## src/verilog/dbg_mode_consts.vh

```
`ifndef DBG_MODE_CONSTS_VH
`define DBG_MODE_CONSTS_VH
`define ADDR_PIN_DIGITAL_ENABLE   8'h00
`define ADDR_PIN_PULL_UP_SELECT   8'h04
`define ADDR_PIN_ALT_FUNC_SELECT  8'h08
`define ADDR_PIN_CONFIG_LOCK      8'h0C
`define ADDR_PIN_COMMIT_MASK      8'h10
`define ADDR_DEBUG_STATUS         8'h14
`define PIN_COUNT                 5
`define PIN_RESET_VALUE           5'h1F
`define COMMIT_RESET_VALUE        5'h00
`define LOCK_KEY                  32'h4C4F434B
`define CODE_JTAG_TO_SWD          16'hE79E
`define CODE_SWD_TO_JTAG          16'hE73C
`define ONES_RUN_MIN              7'h32
`define TLR_ONES_COUNT            3'h5
`define RECOVERY_COUNT            4'hA
`define STATUS_SWD_BIT            0
`define STATUS_ERASE_BIT          1
`define STATUS_LOCKED_BIT         2
`define STATUS_TLR_BIT            3
`endif

```

## src/verilog/debug_port_mode_switch.v

```verilog
// Functional notes
// - Reset gives five pins full debug function
// - Zero alternate select bits hand pins to GPIO
// - Protected writes need unlock and commit mask
// - Ten switches under held reset mass-erase flash
// - Trailing ones run optional during recovery
// - Recognise triple TAP preamble walk from reset
// - Completed preamble selects serial-wire, disables JTAG
// - JTAG-to-SWD code E79E, LSB first
// - SWD-to-JTAG code E73C, LSB first
// - GPIO pins need select bits restored for JTAG
// - Five ones on mode line reach Test-Logic-Reset
// - Sample mode and data on rising test clock
`timescale 1ns/1ps
`include "dbg_mode_consts.vh"

module debug_port_mode_switch (
    input  wire        hclk,
    input  wire        hresetn,
    input  wire        hsel,
    input  wire [31:0] haddr,
    input  wire [1:0]  htrans,
    input  wire        hwrite,
    input  wire [2:0]  hsize,
    input  wire [31:0] hwdata,
    input  wire        hready,
    output wire        hreadyout,
    output wire        hresp,
    output reg  [31:0] hrdata,
    input  wire        test_clock,
    input  wire        mode_data,
    input  wire        sys_reset_held,
    output wire [4:0]  pin_digital_enable,
    output wire [4:0]  pin_pull_up_select,
    output wire [4:0]  pin_alternate_function_select,
    output reg         swd_selected,
    output reg         tap_in_reset,
    output reg         mass_erase_pulse
);

localparam TAP_RESET     = 4'h0;
localparam TAP_IDLE      = 4'h1;
localparam TAP_SEL_DR    = 4'h2;
localparam TAP_SEL_IR    = 4'h3;
localparam TAP_OTHER     = 4'h4;

reg  [4:0]  den_reg;
reg  [4:0]  pur_reg;
reg  [4:0]  afsel_reg;
reg  [4:0]  commit_reg;
reg         unlocked_reg;
reg         erase_done_reg;
reg         ap_valid_reg;
reg         ap_write_reg;
reg  [7:0]  ap_addr_reg;
reg  [1:0]  tck_sync_reg;
reg  [1:0]  tms_sync_reg;
reg         tck_prev_reg;
reg  [15:0] shift_reg;
reg  [6:0]  ones_reg;
reg         armed_reg;
reg  [4:0]  code_count_reg;
reg  [2:0]  tlr_count_reg;
reg  [3:0]  tap_reg;
reg  [3:0]  walk_reg;
reg  [3:0]  recover_reg;
reg         expect_swd_reg;
reg  [15:0] shift_next;
reg  [3:0]  tap_next;
reg  [3:0]  walk_next;
reg  [3:0]  walk_want;
reg  [4:0]  den_next;
reg  [4:0]  pur_next;
reg  [4:0]  afsel_next;
reg  [4:0]  commit_next;
reg         unlocked_next;
wire        tck_rise;
wire        tms_s;
wire        take;
wire        wr_en;
wire [4:0]  afsel_wmask;
wire        hit_to_swd;
wire        hit_to_jtag;
wire        code_done;

assign hreadyout = 1'b1;
assign hresp     = 1'b0;
assign take      = hsel & hready & htrans[1];
assign wr_en     = ap_valid_reg & ap_write_reg;

// Every write to the selects is gated, so a stray store cannot drop the select bits; digital enable and pull-up writes are not gated
assign afsel_wmask = unlocked_reg ? commit_reg : 5'h00;

assign pin_digital_enable            = den_reg;
assign pin_pull_up_select            = pur_reg;
assign pin_alternate_function_select = afsel_reg;

always @(posedge hclk or negedge hresetn) begin
    if (!hresetn) begin
        ap_valid_reg <= 1'b0;
        ap_write_reg <= 1'b0;
        ap_addr_reg  <= 8'h00;
    end else begin
        ap_valid_reg <= take;
        ap_write_reg <= hwrite;
        ap_addr_reg  <= haddr[7:0];
    end
end

// Next values of the pin registers; the read path samples these as well
always @* begin
    den_next      = den_reg;
    pur_next      = pur_reg;
    afsel_next    = afsel_reg;
    commit_next   = commit_reg;
    unlocked_next = unlocked_reg;
    if (wr_en) begin
        case (ap_addr_reg)
            `ADDR_PIN_DIGITAL_ENABLE: begin
                den_next = hwdata[4:0];
            end
            `ADDR_PIN_PULL_UP_SELECT: begin
                pur_next = hwdata[4:0];
            end
            `ADDR_PIN_ALT_FUNC_SELECT: begin
                afsel_next = (afsel_reg & ~afsel_wmask) | (hwdata[4:0] & afsel_wmask);
            end
            `ADDR_PIN_CONFIG_LOCK: begin
                unlocked_next = (hwdata == `LOCK_KEY);
            end
            `ADDR_PIN_COMMIT_MASK: begin
                if (unlocked_reg) begin
                    commit_next = hwdata[4:0];
                end
            end
            default: begin
            end
        endcase
    end
end

always @(posedge hclk or negedge hresetn) begin
    if (!hresetn) begin
        den_reg      <= `PIN_RESET_VALUE;
        pur_reg      <= `PIN_RESET_VALUE;
        afsel_reg    <= `PIN_RESET_VALUE;
        commit_reg   <= `COMMIT_RESET_VALUE;
        unlocked_reg <= 1'b0;
    end else begin
        den_reg      <= den_next;
        pur_reg      <= pur_next;
        afsel_reg    <= afsel_next;
        commit_reg   <= commit_next;
        unlocked_reg <= unlocked_next;
    end
end

// Read data is taken in the address phase from next values, so a write that
// finishes at the same edge is already seen and the word stands all data phase
always @(posedge hclk or negedge hresetn) begin
    if (!hresetn) begin
        hrdata <= 32'h00000000;
    end else if (take && !hwrite) begin
        case (haddr[7:0])
            `ADDR_PIN_DIGITAL_ENABLE:  hrdata <= {27'h0000000, den_next};
            `ADDR_PIN_PULL_UP_SELECT:  hrdata <= {27'h0000000, pur_next};
            `ADDR_PIN_ALT_FUNC_SELECT: hrdata <= {27'h0000000, afsel_next};
            `ADDR_PIN_CONFIG_LOCK:     hrdata <= {31'h00000000, ~unlocked_next};
            `ADDR_PIN_COMMIT_MASK:     hrdata <= {27'h0000000, commit_next};
            `ADDR_DEBUG_STATUS:        hrdata <= {28'h0000000, tap_in_reset, ~unlocked_next,
                                                  erase_done_reg, swd_selected};
            default:                   hrdata <= 32'h00000000;
        endcase
    end else begin
        hrdata <= 32'h00000000;
    end
end

// Test clock and mode line are foreign; two flops each before any use
always @(posedge hclk or negedge hresetn) begin
    if (!hresetn) begin
        // Test clock idles high on its pull-up; matching it avoids a false edge
        tck_sync_reg <= 2'b11;
        tms_sync_reg <= 2'b11;
        tck_prev_reg <= 1'b1;
    end else begin
        tck_sync_reg <= {tck_sync_reg[0], test_clock};
        tms_sync_reg <= {tms_sync_reg[0], mode_data};
        tck_prev_reg <= tck_sync_reg[1];
    end
end

// Mode is sampled at the rising edge; the debugger moves it on the falling one
assign tck_rise = tck_sync_reg[1] & ~tck_prev_reg;
assign tms_s    = tms_sync_reg[1];

always @* begin
    shift_next = {tms_s, shift_reg[15:1]};
end

assign code_done   = armed_reg && (code_count_reg == 5'h0F);
assign hit_to_swd  = code_done && (shift_next == `CODE_JTAG_TO_SWD);
assign hit_to_jtag = code_done && (shift_next == `CODE_SWD_TO_JTAG);

// TAP walk tracking, reduced to the states the preamble visits
always @* begin
    case (tap_reg)
        TAP_RESET:  tap_next = tms_s ? TAP_RESET : TAP_IDLE;
        TAP_IDLE:   tap_next = tms_s ? TAP_SEL_DR : TAP_IDLE;
        TAP_SEL_DR: tap_next = tms_s ? TAP_SEL_IR : TAP_OTHER;
        TAP_SEL_IR: tap_next = tms_s ? TAP_RESET : TAP_OTHER;
        default:    tap_next = TAP_OTHER;
    endcase
    if (tms_s && (tlr_count_reg == `TLR_ONES_COUNT - 3'h1)) begin
        tap_next = TAP_RESET;
    end
end

// Preamble: the state the TAP must enter next, given the steps matched so far
always @* begin
    case (walk_reg)
        4'h0:    walk_want = TAP_IDLE;
        4'h1:    walk_want = TAP_SEL_DR;
        4'h2:    walk_want = TAP_SEL_IR;
        4'h3:    walk_want = TAP_RESET;
        4'h4:    walk_want = TAP_RESET;
        4'h5:    walk_want = TAP_IDLE;
        4'h6:    walk_want = TAP_IDLE;
        4'h7:    walk_want = TAP_SEL_DR;
        4'h8:    walk_want = TAP_SEL_IR;
        4'h9:    walk_want = TAP_RESET;
        4'hA:    walk_want = TAP_RESET;
        4'hB:    walk_want = TAP_IDLE;
        4'hC:    walk_want = TAP_IDLE;
        4'hD:    walk_want = TAP_SEL_DR;
        4'hE:    walk_want = TAP_SEL_IR;
        default: walk_want = TAP_RESET;
    endcase
end

// A broken walk restarts; leaving reset for idle is itself a first step
always @* begin
    if (walk_reg == 4'hF) begin
        walk_next = 4'h0;
    end else if (tap_next == walk_want && (walk_reg != 4'h0 || tap_reg == TAP_RESET)) begin
        walk_next = walk_reg + 4'h1;
    end else if (tap_reg == TAP_RESET && tap_next == TAP_IDLE) begin
        walk_next = 4'h1;
    end else begin
        walk_next = 4'h0;
    end
end

// Shift register and tracked TAP state advance on every sampled rise
always @(posedge hclk or negedge hresetn) begin
    if (!hresetn) begin
        shift_reg    <= 16'hFFFF;
        tap_reg      <= TAP_RESET;
        tap_in_reset <= 1'b1;
    end else if (tck_rise) begin
        shift_reg    <= shift_next;
        tap_reg      <= tap_next;
        tap_in_reset <= (tap_next == TAP_RESET);
    end
end

// Runs of ones: a long run arms the code window, five reach reset
always @(posedge hclk or negedge hresetn) begin
    if (!hresetn) begin
        ones_reg      <= 7'h00;
        tlr_count_reg <= 3'h0;
    end else if (tck_rise) begin
        if (tms_s) begin
            ones_reg      <= (ones_reg == `ONES_RUN_MIN) ? ones_reg : ones_reg + 7'h01;
            tlr_count_reg <= (tlr_count_reg == `TLR_ONES_COUNT) ? tlr_count_reg
                                                                : tlr_count_reg + 3'h1;
        end else begin
            ones_reg      <= 7'h00;
            tlr_count_reg <= 3'h0;
        end
    end
end

// Code window opens with the first zero after a long run of ones
always @(posedge hclk or negedge hresetn) begin
    if (!hresetn) begin
        armed_reg      <= 1'b0;
        code_count_reg <= 5'h00;
    end else if (tck_rise) begin
        if (!tms_s && ones_reg == `ONES_RUN_MIN) begin
            armed_reg      <= 1'b1;
            code_count_reg <= 5'h01;
        end else if (armed_reg) begin
            code_count_reg <= code_count_reg + 5'h01;
            if (code_done) begin
                armed_reg <= 1'b0;
            end
        end
    end
end

// Mode follows the last valid switch; the preamble only lifts JTAG to serial-wire
always @(posedge hclk or negedge hresetn) begin
    if (!hresetn) begin
        walk_reg     <= 4'h0;
        swd_selected <= 1'b0;
    end else if (tck_rise) begin
        walk_reg <= walk_next;
        if (hit_to_swd) begin
            swd_selected <= 1'b1;
        end else if (hit_to_jtag) begin
            swd_selected <= 1'b0;
        end else if (!swd_selected && walk_reg == 4'hF && tap_next == TAP_RESET) begin
            swd_selected <= 1'b1;
        end
    end
end

// Recovery count restarts whenever system reset is let go early or order breaks
always @(posedge hclk or negedge hresetn) begin
    if (!hresetn) begin
        recover_reg      <= 4'h0;
        expect_swd_reg   <= 1'b1;
        erase_done_reg   <= 1'b0;
        mass_erase_pulse <= 1'b0;
    end else begin
        mass_erase_pulse <= 1'b0;
        if (!sys_reset_held) begin
            recover_reg    <= 4'h0;
            expect_swd_reg <= 1'b1;
        end else if (tck_rise && (hit_to_swd || hit_to_jtag)) begin
            // Only the lead-in ones and the code matter, so no trailing run is awaited
            if (hit_to_swd == expect_swd_reg) begin
                expect_swd_reg <= ~expect_swd_reg;
                if (recover_reg == `RECOVERY_COUNT - 4'h1) begin
                    recover_reg      <= 4'h0;
                    mass_erase_pulse <= 1'b1;
                    erase_done_reg   <= 1'b1;
                end else begin
                    recover_reg <= recover_reg + 4'h1;
                end
            end else begin
                recover_reg    <= hit_to_swd ? 4'h1 : 4'h0;
                expect_swd_reg <= ~hit_to_swd;
            end
        end
    end
end

endmodule // debug_port_mode_switch

```

## config.mk

```make
export PLATFORM = sky130hd
export DESIGN_NAME = debug_port_mode_switch
export DESIGN_NICKNAME = d
export VERILOG_FILES = /design/src/verilog/debug_port_mode_switch.v
export VERILOG_INCLUDE_DIRS = /design/src /design/src/verilog
export SDC_FILE = /design/constraint.sdc
export NUM_CORES = 1
export LEC_CHECK = 0
export BUFFER_PORTS_ARGS = -buffer_cell sky130_fd_sc_hd__buf_2
export CAP_MARGIN = 15
export CORE_MARGIN = 2
export CORE_UTILIZATION = 35
export CTS_CLUSTER_SIZE = 28
export DETAILED_ROUTE_END_ITERATION = 8
export SLEW_MARGIN = 10
export SYNTH_ARGS = -nofsm -noshare
export SYNTH_HDL_FRONTEND = slang
export SYNTH_SLANG_ARGS = --single-unit
```

## constraint.sdc

```tcl
create_clock -name hclk -period 2.6 [get_ports hclk]
set_clock_uncertainty 0.05 [all_clocks]
set_input_delay 0.78 -clock hclk [delete_from_list [all_inputs] [get_ports hclk]]
set_output_delay 0.78 -clock hclk [all_outputs]
set_load 0.03 [all_outputs]
```

Word-level counts from Yosys, hierarchy flattened
Memory sizes are Yosys's and may differ from the RTL's.
Index checks and enable logic that the tools add are counted.
- bitwise operators: 12
- reductions and logical operators: 28
- add/sub/neg operators: 5
- multiplexer cells: 47
- equal/unequal tests: 27
- operators by type and width (operator ; number):
    $mux 5 ; 12
    $eq 16x16->1 const B ; 2
    $eq 32x31->1 const B ; 1
    $eq 8x4->1 const B ; 4
    $mux 32 ; 1
    $pmux 5 s6 ; 1
    $mux 4 ; 7
    $eq 8x5->1 const B ; 3
    $mux 1 ; 18
    $eq 8x3->1 const B ; 2
    $logic_not 8->1 ; 2
    $mux 7 ; 2
    $mux 3 ; 4
    $pmux 3 s4 ; 1
    $logic_and 1x1->1 ; 11
    $and 5x5->5 ; 2
    $add 4x1->4 const B ; 2
    $eq 4x1->1 const B ; 2
    $eq 4x2->1 const B ; 2
    $eq 4x4->1 const B ; 2
    $logic_not 4->1 ; 2
    $reduce_and 2->1 ; 4
    $add 7x1->7 const B ; 1
    $eq 7x6->1 const B ; 1
    other kinds (19) ; 30
- bits in registers: 117
- ROM bits: 32
- memories kept: 1
- memory list (memory ; depth ; width ; rd ports ; clocked after Yosys merged registers in ; wr ports ; line ; text):
    (no name shown) ; 16 ; 2 ; 1 ; 0 ; 0 ; debug_port_mode_switch.v:221 ; case (walk_reg)

Logic depth before layout (Yosys ltp)
Gate-level depths: netlist of run 1.
- depth in word-level cells: 8
- depth in mapped cells: 11
- depth with buffers taken out: 11

Worst setup path after synthesis of run 1
OpenSTA, ideal clock, no wires.
- path kind: register -> register
- start: register code_count_reg[0]
- end: register recover_reg[2]
- buffers on the path: 0
- clock period less this slack: 2.765 ns
- arrival: 2.637 ns
- path slack: -0.165 ns
- stages on the path, launching flop included: 11
- cell sequence: dfrtp_1 > ha_1 > and3_1 > ha_1 > nand4b_1 > nor4_4 > nand2_1 > ha_1 > or2_2 > or4b_1 > a21boi_1
- cells in the longest elaborated chain, start to end: 7
- elaborated cells between the ends (all ways): 11
- RTL lines (item ; line ; text):
    from (decl) ; debug_port_mode_switch.v:62 ; reg [4:0] code_count_reg;
    from (signal assigned) ; debug_port_mode_switch.v:294 ; code_count_reg <= code_count_reg + 5'h01;
    $eq 5x4->1 * ; debug_port_mode_switch.v:201 ; assign code_done = armed_reg && (code_count_reg == 5'h0F);
    $logic_and 1x1->1 * ; debug_port_mode_switch.v:201 ;
    $logic_and 1x1->1 ; debug_port_mode_switch.v:202 ; assign hit_to_swd = code_done && (shift_next == `CODE_JTAG_TO_SWD);
    $eq 1x1->1 ; debug_port_mode_switch.v:333 ; if (hit_to_swd == expect_swd_reg) begin
    $mux 4 ; debug_port_mode_switch.v:333 ;
    $mux 4 ; debug_port_mode_switch.v:331 ; end else if (tck_rise && (hit_to_swd || hit_to_jtag)) begin
    $mux 4 ; debug_port_mode_switch.v:328 ; if (!sys_reset_held) begin
    to (signal assigned) ; debug_port_mode_switch.v:340 ; recover_reg <= recover_reg + 4'h1;
    to (signal assigned) ; debug_port_mode_switch.v:343 ; recover_reg <= hit_to_swd ? 4'h1 : 4'h0;
    to (decl) ; debug_port_mode_switch.v:66 ; reg [3:0] recover_reg;
Mark *: on every way between the ends. The rest lies on a longest branch, timed or not. The select of a mux whose other input is x is not followed.
A chain may end at the register's enable or synchronous reset.

Worst setup path in the final report of run 1
Same ends and word-level chain as after synthesis.

==> metrics.md, run 1 <==
| Metric | Value |
|---|---|
| Status | finished clean |
| Clk slew on worst S/H paths | 60 ps |
| Die height | 117.5 µm |
| Root buffer cell | clkbuf_16 |
| Hold depth | 0 |
| Req. time, crit path | 2810 ps |
| Register bit total from synthesis | 88 |
| Final instance area | 5435 µm² |
| Final #Nets | 618 |
| Setup tns final | 0 ps |
| Startpoint Class | register |
| Fin worst setup slack | 50.44 ps |
| Post-synth EDFFs | 0 |
| Wire per inst | 13.59 µm |
| Core area | 12,620 µm² |
| Antenna viol nets, final | 0 |
| Initial detailed-routing violation count | 198 |
| PwrDens | 596.0 nW/µm² |
| DIE AREA | 13,800 µm² |
| Setup WS pre-CTS | -58.62 ps |
| First-pass GRT wire length | 16,250 µm |
| DR vias/cell | 4.888 |
| Data arrival, critical path | 2760 ps |
| Grt ovf | 0 |
| Hold Slack | 305.5 ps |
| Sequential area share after synthesis | 49.89% |
| Initial core utilization | 35.71% |
| Row count | 41 |
| Post-Synthesis Cells | 435 |
| Sequential power share | 49.6% |
| Clock Sinks | 88 |
| RSZ-0062 raised after global routing | true |
| Asr flop ratio synth | 100.0% |
| Max reg flops | 15 |
| Residual DRC | 0 |
| Primary FF master, synth | dfrtp_1 |
| Worst reg2reg path depth | 10 |
| P&R area growth vs syn | 20.60% |
| Yosys Warn Count | 0 |
| Final core utilization | 43.07% |
| Vias in the first global route | 3,383 |
| I/O pin cnt | 129 |
| Crit path max fanout | 3 |
| Leak | 2.525 nW |
| Period utilization | 98.06% |
| Minimum clock period | 2550 ps |
| Vias after detailed routing | 3,441 |
| Antenna violations before repair | 0 |
| Post-Syn Area | 4507 µm² |
| Post-Syn Area per Cell | 10.36 µm² |
| CTS HTree Levels | 3 |
| Comb pwr share | 12.5% |
| Diodes inserted | 0 |
| Worst-Skew Late Latency | 330 ps |
| Slew headroom | 61.65% |
| Worst-Margin Slew | 575.3 ps |
| Total power | 3.239 mW |
| Share of layout cells above drive strength 1 | 34.21% |
| CTS tree | built |
| Largest net degree at the start of global routing | 46 |
| Clock share of power | 37.9% |
| Psw | 0.8522 mW |
| Final setup violation count | 0 |
| Die width | 117.5 µm |
| Post-Route WL | 9565 µm |
| Num CTS Buffers | 9 |
| Worst-case clock buffer depth | 2 |
| Maximum vdd drop | 0.0003556 V |
| Achievable Freq | 0.3922 GHz |
| GRT Util Overall | 14.27% |
| Final Max Slew Viols | 0 |
| Routability Congestion | 0.8635 |
| Dpl cells | 686 |
| Fin. Hold Viols | 0 |
| Sw Share | 26.31% |
| Initial DRT Pass Iterations | 4 |
| Non-filler cells, final | 704 |
| Placement Cell Area | 5089 µm² |
| I/O Buffers | 71 |
| Hpwl dp | 7141 µm |
| Hold_buf cts | 0 |
| Internal Power | 2.387 mW |
| Critical path class | reg -> reg |
| Number of max-cap violations | 0 |
| Hold WC Path Type | reg -> reg |
| CP endpoint kind | register |
| Unique masters post-synth | 64 |
==> worst max-delay path, stage by stage (launching register included) <==
cell	delay (ps)
dfrtp_1	370
ha_2	190
and3_4	190
ha_4	120
nand4b_1	140
nor4_4	220
nand2_2	120
ha_4	220
or2_4	250
or4b_1	460
a21boi_1	150
==> layout by cell type, fill, tap and decap left out, types with 6 or more instances in the layout <==
cell type,instances
a21oi_1,10
and3_1,7
buf_2,70
buf_4,20
clkbuf_16,9
conb_1,29
dfrtp_1,51
dfstp_2,37
ha_1,11
inv_1,21
mux2_2,18
nand2_1,77
nand3_1,11
nand4_1,6
nor2_1,16
o21ai_0,20
==> power groups by stage <==
stage | logic, mW | clock network (mW) | registers, mW
after global placement | 0.396 | 0 | 1.62
after CTS | 0.408 | 1.26 | 1.61
after floorplan | 0.273 | 0 | 1.64
after detailed placement | 0.407 | 0 | 1.63
final | 0.405 | 1.23 | 1.61
after global routing | 0.451 | 1.31 | 1.62
==> layout make-up <==
class,count,area [µm²]
Fill cell,1221,7184
Sequential cell,88,2248
Multi-Input combinational cell,316,2086
Timing Repair Buffer,91,520.5
Clock buffer,14,274.0
Tap cell,172,215.2
Inverter,21,78.83
Clock inverter,2,12.51
==> logic make-up after synthesis <==
logic type | count (synthesis) | synth area share, %
simple gates | 176 | 21.77
xor+xnor | 9 | 1.749
flops | 88 | 49.89
buf+inv | 58 | 7.246
compound gates | 68 | 10.24
other cells | 2 | 0.1666
mux | 20 | 5.053
fa+ha+maj | 14 | 3.887
==> routing by layer <==
metal	up-vias	track usage [%]	share of wire (%)
li1	1661	-	-
met1	1663	17.13	44
met2	102	24.60	49
met3	15	4.021	5.7
met4	0	4.895	1.8
met5	-	0	0
==> Yosys cell counts, types with 3 or more instances <==
cell type	number	area, µm²
or2_2	3	18.77
nor4bb_1	3	30.03
o21ai_0	20	100.1
nand2_1	78	292.8
and4b_1	3	30.03
nor2_1	16	60.06
dfrtp_1	51	1276
xor2_1	4	35.03
buf_4	29	217.7
nor3b_1	4	30.03
nand3_1	11	55.05
o22ai_1	5	31.28
dfstp_2	37	972.2
nor3_1	6	30.03
a31oi_1	3	18.77
a22o_1	3	26.28
o21a_1	3	22.52
nand4b_1	4	35.03
mux2_2	18	202.7
a21oi_1	10	50.05
and3_1	8	50.05
nand2b_1	4	25.02
a32oi_1	4	35.03
nor4b_1	4	35.03
inv_1	21	78.83
nand4_1	6	37.54
clkbuf_1	7	26.28
xnor2_1	5	43.79
ha_1	14	175.2
nor2b_1	5	31.28
==> timing repair <==
item / CTS / global route
setup buffers: 0 / 2
endpoints found under the setup margin: 1 / 3
gates resized for setup: 2 / 6
pin swaps: 0 / 2
==> worst paths after layout <==
check | startpoint | endpoint | slack, ps
setup / recovery | code_count_reg[0]$_DFFE_PN0P_ | recover_reg[2]$_DFFE_PN0P_ | 50
max in group asynchronous | hresetn | tck_sync_reg[0]$_DFF_PN1_ | 1410
setup reg to reg | code_count_reg[0]$_DFFE_PN0P_ | recover_reg[2]$_DFFE_PN0P_ | 50
hold / removal | tms_sync_reg[0]$_DFF_PN1_ | tms_sync_reg[1]$_DFF_PN1_ | 310
hold reg to reg | tms_sync_reg[0]$_DFF_PN1_ | tms_sync_reg[1]$_DFF_PN1_ | 310
min in group asynchronous | hresetn | commit_reg[0]$_DFF_PN0_ | 400
Power figures use the tool's default switching activity.
==> run 2, diff against run 1 <==
--- a/config.mk
+++ b/config.mk
@@ -6,12 +6,13 @@
 export SDC_FILE = /design/constraint.sdc
 export NUM_CORES = 1
 export LEC_CHECK = 0
-export BUFFER_PORTS_ARGS = -buffer_cell sky130_fd_sc_hd__buf_2
 export CAP_MARGIN = 15
 export CORE_MARGIN = 2
 export CORE_UTILIZATION = 35
 export CTS_CLUSTER_SIZE = 28
 export DETAILED_ROUTE_END_ITERATION = 8
+export DONT_BUFFER_PORTS = 1
+export REMOVE_ABC_BUFFERS = 1
 export SLEW_MARGIN = 10
 export SYNTH_ARGS = -nofsm -noshare
 export SYNTH_HDL_FRONTEND = slang
==> metrics.md, run 2 (synthesis gave the netlist of run 1 again) <==
| Metric | Value |
|---|---|
| Final setup violation count | 0 (unchanged) |
| Minimum clock period | 2595 ps (+45.51 ps) |
| # fillers | 1,263 (+3.4%) |
| Residual DRC | 0 (unchanged) |
| Worst-Skew Late Latency | 340 ps (about the same) |
| Data arrival, critical path | 2820 ps (+60 ps) |
| Status | finished clean |
| CP startpoint | code_count_reg[1]$_DFFE_PN0P_ |
| Dpl cells | 610 (-11%) |
| Vias in the first global route | 3,155 (-6.7%) |
| P&R area growth vs syn | 12.80% |
| Non-filler cells, final | 633 (-10%) |
| Final instance area | 5084 µm² (-6.5%) |
| Die height | 117.5 µm (unchanged) |
| PwrDens | 634.9 nW/µm² (+6.5%) |
| Num CTS Buffers | 9 (unchanged) |
| Setup tns final | 0 ps (unchanged) |
| Critical path class | reg -> reg |
| DIE AREA | 13,800 µm² (unchanged) |
| Period utilization | 99.81% (+1.8 points) |
| I/O Buffers | 0 (-100%) |
| Commonest non-fill, non-tap cell in the layout | nand2_1 |
| Internal Power | 2.376 mW (-0.46%) |
| Wire per inst | 14.83 µm (+9.2%) |
| Final Max Slew Viols | 0 (unchanged) |
| Clock Sinks | 88 (unchanged) |
| DR vias/cell | 5.038 (+3.1%) |
| CTS HTree Levels | 3 (unchanged) |
| Diodes inserted | 0 (unchanged) |
| Placement Cell Area | 4676 µm² (-8.1%) |
| Achievable Freq | 0.3853 GHz (-1.8%) |
| Antenna violations before repair | 0 (unchanged) |
| Final #Nets | 547 (-11%) |
| Fin. Hold Viols | 0 (unchanged) |
| Clock share of power | 40.4% (+2.5 points) |
| Number of max-cap violations | 0 (unchanged) |
| Initial core utilization | 35.71% (unchanged) |
| Worst reg2reg path depth | 10 (unchanged) |
| First-pass GRT wire length | 15,410 µm (-5.2%) |
| Slew headroom | 64.80% (+3.1 points) |
| Maximum vdd drop | 0.0003094 V (-13%) |
| Worst-case clock buffer depth | 2 (unchanged) |
| Worst-Margin Slew | 524.0 ps (-51.26 ps) |
| Hold Slack | 73.61 ps (-231.9 ps) |
| Initial detailed-routing violation count | 223 (+13%) |
| Sequential power share | 50.7% (+1.1 points) |
| RSZ-0062 raised after global routing | true |
| Share of layout cells above drive strength 1 | 24.73% (-9.5 points) |
| Max reg flops | 15 (unchanged) |
| Comb pwr share | 8.8% (-3.7 points) |
| Post-Route WL | 9389 µm (-1.8%) |
| Crit path max fanout | 3 (unchanged) |
| R2r startpoint | code_count_reg[1]$_DFFE_PN0P_ |
| I/O pin cnt | 129 (unchanged) |
| Startpoint Class | register |
| Req. time, crit path | 2830 ps (+20 ps) |
| Vias after detailed routing | 3,189 (-7.3%) |
| Hold_buf cts | 0 (unchanged) |
| Hpwl dp | 6640 µm (-7.0%) |
| Largest net degree at the start of global routing | 89 (+93%) |
| Clk slew on worst S/H paths | 70 ps (about the same) |
| Sw Share | 26.37% (+0.066 points) |
| Root buffer cell | clkbuf_16 |
| Hold WC Path Type | in -> async |
| Commonest non-fill, non-tap cells in the layout | 77 x nand2_1, 51 x dfrtp_1, 37 x dfstp_2 |
| Leak | 2.230 nW (-12%) |
| Core area | 12,620 µm² (unchanged) |
| Grt ovf | 0 (unchanged) |
| Psw | 0.8512 mW (-0.12%) |
| CTS tree | built |
| Initial DRT Pass Iterations | 4 (unchanged) |
| Fin worst setup slack | 4.933 ps (-45.51 ps) |
| Antenna viol nets, final | 0 (unchanged) |
| GRT Util Overall | 13.92% (-0.34 points) |
| Routability Congestion | 0.8159 (-5.5%) |
| FF-to-FF setup slack | 5 ps (-50 ps) |
| Row count | 41 (unchanged) |
| Die width | 117.5 µm (unchanged) |
| Setup WS pre-CTS | -244.5 ps (-185.9 ps) |
| CP endpoint kind | register |
[run 2: changes by cell type in the layout (fill, tap and decap cells not counted), sizes merged]
| cell | previous run | this run |
|---|---|---|
| buf | 91 | 20 |
| bufinv | 0 | 1 |
| clkbuf | 14 | 9 |
| clkinv | 1 | 3 |
| inv | 21 | 23 |
[run 2: worst paths after layout]
path,endpoint
setup reg to reg,recover_reg[2]$_DFFE_PN0P_
hold reg to reg,tck_sync_reg[1]$_DFF_PN1_
max in group asynchronous,pin_alternate_function_select[0]$_DFF_PN1_
min in group hclk,tck_sync_reg[1]$_DFF_PN1_
hold / removal,hrdata[0]$_DFF_PN0_
setup / recovery,recover_reg[2]$_DFFE_PN0P_
[run 2: routing by layer]
| metal | GRT usage [%] | share of wire [%] |
|---|---|---|
| met5 | 0 | 0 |
| met4 | 5.045 | 1.9 |
| met3 | 5.378 | 6.9 |
| met2 | 24.16 | 50 |
| met1 | 15.54 | 42 |
[run 2: power by group through the flow]
stage          Combinational, mW  Sequential, mW  Clock (mW)
6_report                   0.285            1.64        1.31
5_1_grt                    0.318            1.65        1.42
4_1_cts                    0.284            1.64        1.35
3_5_place_dp               0.282            1.66           0
3_3_place_gp               0.272            1.66           0
2_1_floorplan              0.234            1.64           0
[run 2: area by class of cell]
class	count	area, µm²	area share (%)
clock buffers	9	225.2	4.430
well taps	172	215.2	4.233
flip-flops and latches	88	2248	44.23
multi-input cells	316	2088	41.08
clock inverters	7	77.57	1.526
repair buffers	20	150.1	2.953
inverters	21	78.83	1.551
[run 2: stage by stage]
| stage | power, mW | utilization, % |
|---|---|---|
| floorplan | 1.871 | - |
| global placement | 1.928 | 37.05 |
| detailed placement | 1.942 | 37.05 |
| CTS | 3.267 | 40.11 |
| global route | 3.389 | 40.28 |
| finish | 3.228 | 40.28 |
[run 2: critical path: stages, from the launching register on]
cell      delay (ps)
dfrtp_1          350
ha_2             190
and3_4           200
ha_4             130
nand4b_1         140
nor4_4           210
nand2_2          120
ha_4             230
or2_4            250
or4b_4           540
a21boi_2         120
[run 2: timing repair]
item / in CTS / in global routing
pin swaps: 7 / 1
resized for setup: 7 / 5
endpoints found under the setup margin: 4 / 3
setup buffers: 6 / 1
==> run 3, diff against run 2 <==
--- a/config.mk
+++ b/config.mk
@@ -6,12 +6,14 @@
 export SDC_FILE = /design/constraint.sdc
 export NUM_CORES = 1
 export LEC_CHECK = 0
+export ABC_AREA = 1
 export CAP_MARGIN = 15
 export CORE_MARGIN = 2
 export CORE_UTILIZATION = 35
 export CTS_CLUSTER_SIZE = 28
 export DETAILED_ROUTE_END_ITERATION = 8
 export DONT_BUFFER_PORTS = 1
+export MAX_ROUTING_LAYER = met4
 export REMOVE_ABC_BUFFERS = 1
 export SLEW_MARGIN = 10
 export SYNTH_ARGS = -nofsm -noshare
==> metrics.md, run 3 <==
| Metric | Value |
|---|---|
| P&R area growth vs syn | 9.164% |
| Antenna viol nets, final | 0 (unchanged) |
| Unique masters post-synth | 41 (-36%) |
| Data arrival, critical path | 2590 ps (-230 ps) |
| Leak | 2.674 nW (+20%) |
| Register bit total from synthesis | 88 (unchanged) |
| Hold WC Path Type | in -> async |
| Post-Syn Area per Cell | 7.968 µm² (-23%) |
| CTS HTree Levels | 3 (unchanged) |
| Comb pwr share | 11.0% (+2.2 points) |
| Req. time, crit path | 2840 ps (about the same) |
| Internal Power | 2.402 mW (+1.1%) |
| Area of the multi-input gates | 2202 µm² (+5.5%) |
| Root buffer cell | clkbuf_16 |
| R2r startpoint | code_count_reg[0]$_DFFE_PN0P_ |
| Share of layout cells above drive strength 1 | 15.91% (-8.8 points) |
| Vias after detailed routing | 3,770 (+18%) |
| I/O Buffers | 0 (unchanged) |
| Sw Share | 27.05% (+0.68 points) |
| Gr busiest metal | met2 |
| Hold_buf cts | 0 (unchanged) |
| Initial core utilization | 35.70% (about the same) |
| Num CTS Buffers | 9 (unchanged) |
| GR Util met1 | 16.02% (+0.48 points) |
| XOR/XNOR share of the synthesized area | 0.8836% (-0.87 points) |
| M3 GR Usage | 3.921% (-1.5 points) |
| First-pass GRT wire length | 16,300 µm (+5.8%) |
| Wire per inst | 12.15 µm (-18%) |
| Critical path class | reg -> reg |
| Status | finished clean |
| Adder-Cell Fraction of Synth Area | 3.534% (-0.35 points) |
| Grt ovf | 0 (unchanged) |
| RR Endpoint | recover_reg[2]$_DFFE_PN0P_ |
| DIE AREA | 15,130 µm² (+9.6%) |
| Synth area leaders | dfrtp_1 26%, dfstp_2 20%, nand2_1 11%, inv_1 7.6%, nand3_1 5.0% |
| Worst-case clock buffer depth | 2 (unchanged) |
| Hpwl dp | 7436 µm (+12%) |
| Final #Nets | 721 (+32%) |
| Post-synth top area share | 25.75% (-2.6 points) |
| Sequential area share after synthesis | 45.37% (-4.5 points) |
| Core area | 13,880 µm² (+10%) |
| Max reg flops | 15 (unchanged) |
| Largest net degree at the start of global routing | 89 (unchanged) |
| Main combinational cell family by area after synthesis | simple AND/OR/NAND/NOR gates |
| Post-synthesis compound-gate area fraction | 7.801% (-2.4 points) |
| Commonest non-fill, non-tap cell in the layout | nand2_1 |
| Primary FF master, synth | dfrtp_1 |
| M2 GR Usage | 23.90% (-0.26 points) |
| Initial detailed-routing violation count | 247 (+11%) |
| Residual DRC | 0 (unchanged) |
| Worst reg2reg path depth | 13 (+3) |
| Post-Route WL | 9899 µm (+5.4%) |
| PwrDens | 608.6 nW/µm² (-4.1%) |
| Dpl cells | 798 (+31%) |
| Final Max Slew Viols | 0 (unchanged) |
| Worst-Skew Late Latency | 350 ps (about the same) |
| Asr flop ratio synth | 100.0% (unchanged) |
| Yosys Warn Count | 0 (unchanged) |
| # fillers | 1,406 (+11%) |
| FF/Latch Area | 2248 µm² (unchanged) |
| Clock Sinks | 88 (unchanged) |
| Minimum clock period | 2357 ps (-238.1 ps) |
| Fin. Hold Viols | 0 (unchanged) |
| Total power | 3.293 mW (+2.0%) |
| Mux cell area share after synthesis | 0% (-5.1 points) |
| Startpoint Class | register |
| Die width | 123.0 µm (+4.7%) |
| RSZ-0062 raised after global routing | false |
| Vias in the first global route | 3,581 (+14%) |
| Diodes inserted | 0 (unchanged) |
| GRT Util Overall | 14.22% (+0.30 points) |
| Non-filler cells, final | 815 (+29%) |
| Achievable Freq | 0.4243 GHz (+10%) |
| Crit path max fanout | 6 (+3) |
| Yosys top cell by area | dfrtp_1 |
| Routability Congestion | 0.8242 (+1.0%) |
| Number of max-cap violations | 0 (unchanged) |
| Maximum vdd drop | 0.0003159 V (+2.1%) |
| Post-synth EDFFs | 0 (unchanged) |
| Period utilization | 90.65% (-9.2 points) |
| Row count | 43 (+4.9%) |
| Clock share of power | 40.1% (-0.3 points) |
| Top-count cell post-synth | nand2_1 |
| Worst-Margin Slew | 550.4 ps (+26.34 ps) |
| Post-Synth Simple-Gate Area | 29.29% (+7.5 points) |
| Psw | 0.8907 mW (+4.6%) |
| Initial DRT Pass Iterations | 5 (+1) |
| Sequential power share | 48.8% (-1.9 points) |
| CTS tree | built |
| Post-Synthesis Cells | 622 (+43%) |
| Antenna violations before repair | 0 (unchanged) |
| DR vias/cell | 4.626 (-8.2%) |
| Final setup violation count | 0 (unchanged) |
| FF-to-FF setup slack | 240 ps (+240 ps) |
| Post-Syn Area | 4956 µm² (+10%) |
| Slew headroom | 63.27% (-1.5 points) |
| Synth cell count leaders | 150 x nand2_1, 100 x inv_1, 51 x dfrtp_1 |
| I/O pin cnt | 129 (unchanged) |
| CP endpoint kind | register |
| Clk slew on worst S/H paths | 70 ps (about the same) |
| Commonest non-fill, non-tap cells in the layout | 150 x nand2_1, 100 x inv_1, 51 x dfrtp_1 |
| Die height | 123.0 µm (+4.7%) |
run 3: cell types whose count changed in the layout (fill, tap and decap cells not counted), moves of 5 or more:
cell,delta
nor2_1,+34
nand3_1,+39
xnor2_1,-5
nor3_1,+7
and2_1,+5
nand2_4,+5
and3_1,-6
nor2_2,+7
nand2_2,+6
buf_4,-14
inv_1,+79
mux2_2,-18
nand2_1,+73
run 3: cell families (layout without fill, tap and decap cells):
family,Yosys count,after routing
simple gates,311,311
buf+inv,138,124
xor+xnor,5,5
flops,88,88
fa+ha+maj,14,14
compound gates,64,64
other cells,2,29
run 3: critical path, stage by stage (launching register included):
cell and delay, ps:
dfrtp_1 370, ha_1 180, inv_1 60, nor3_1 140, ha_1 180, inv_1 50
nor2_1 90, nand3_1 90, nor3_2 160, nand2_1 100, ha_2 350, a2111oi_4 330
nand2_1 90, nand2_1 60
run 3: repair_timing:
item,in CTS,in global routing
hold endpoints to repair,0,0
cloned,0,0
buffers inserted,0,1
setup endpoints to repair,1,3
gates resized for setup,1,5
run 3: routing by layer:
metal / routed length [µm] / vias up
li1: - / 1913
met1: 4248 / 1748
met2: 4921 / 95
met3: 556 / 14
met4: 174 / 0
met5: 0 / -
run 3: how the worst max path moves through the flow:
stage	depth (start not counted)	startpoint	to	slack, ps
floorplan	7	tck_sync_reg[1]$_DFF_PN1_	walk_reg[3]$_DFFE_PN0P_	250
global placement	13	code_count_reg[0]$_DFFE_PN0P_	recover_reg[2]$_DFFE_PN0P_	160
detailed placement	13	code_count_reg[0]$_DFFE_PN0P_	recover_reg[2]$_DFFE_PN0P_	-10
CTS	13	code_count_reg[0]$_DFFE_PN0P_	recover_reg[2]$_DFFE_PN0P_	30
global route	13	code_count_reg[1]$_DFFE_PN0P_	recover_reg[1]$_DFFE_PN0P_	20
finish	13	code_count_reg[0]$_DFFE_PN0P_	recover_reg[2]$_DFFE_PN0P_	240
run 3: cell type report:
| cell class | instances | area share [%] |
|---|---|---|
| Timing Repair Buffer | 6 | 0.8326 |
| Multi-Input combinational cell | 423 | 40.70 |
| Tap cell | 180 | 4.163 |
| Clock buffer | 10 | 4.417 |
| Inverter | 102 | 7.077 |
| Clock inverter | 6 | 1.249 |
| Sequential cell | 88 | 41.56 |
run 3: power groups by stage:
stage          registers (mW)  clock network, mW  logic (mW)
2_1_floorplan            1.61                  0       0.299
3_3_place_gp             1.63                  0       0.344
3_5_place_dp             1.63                  0       0.361
4_1_cts                  1.61               1.37       0.363
5_1_grt                  1.63               1.42       0.422
6_report                 1.61               1.32       0.364
run 3: per-stage QoR:
stage	setup slack (ps)	util, %	hold WS [ps]	TNS, ps	area (µm²)
6_report	243.0	38.98	69.91	0	5410
3_3_place_gp	156.9	36.45	296.4	0	5060
2_1_floorplan	251.8	-	295.2	0	4797
4_1_cts	26.15	38.67	52.34	0	5368
5_1_grt	17.02	38.98	50.86	0	5410
3_5_place_dp	-12.98	36.45	297.0	-12.98	5060
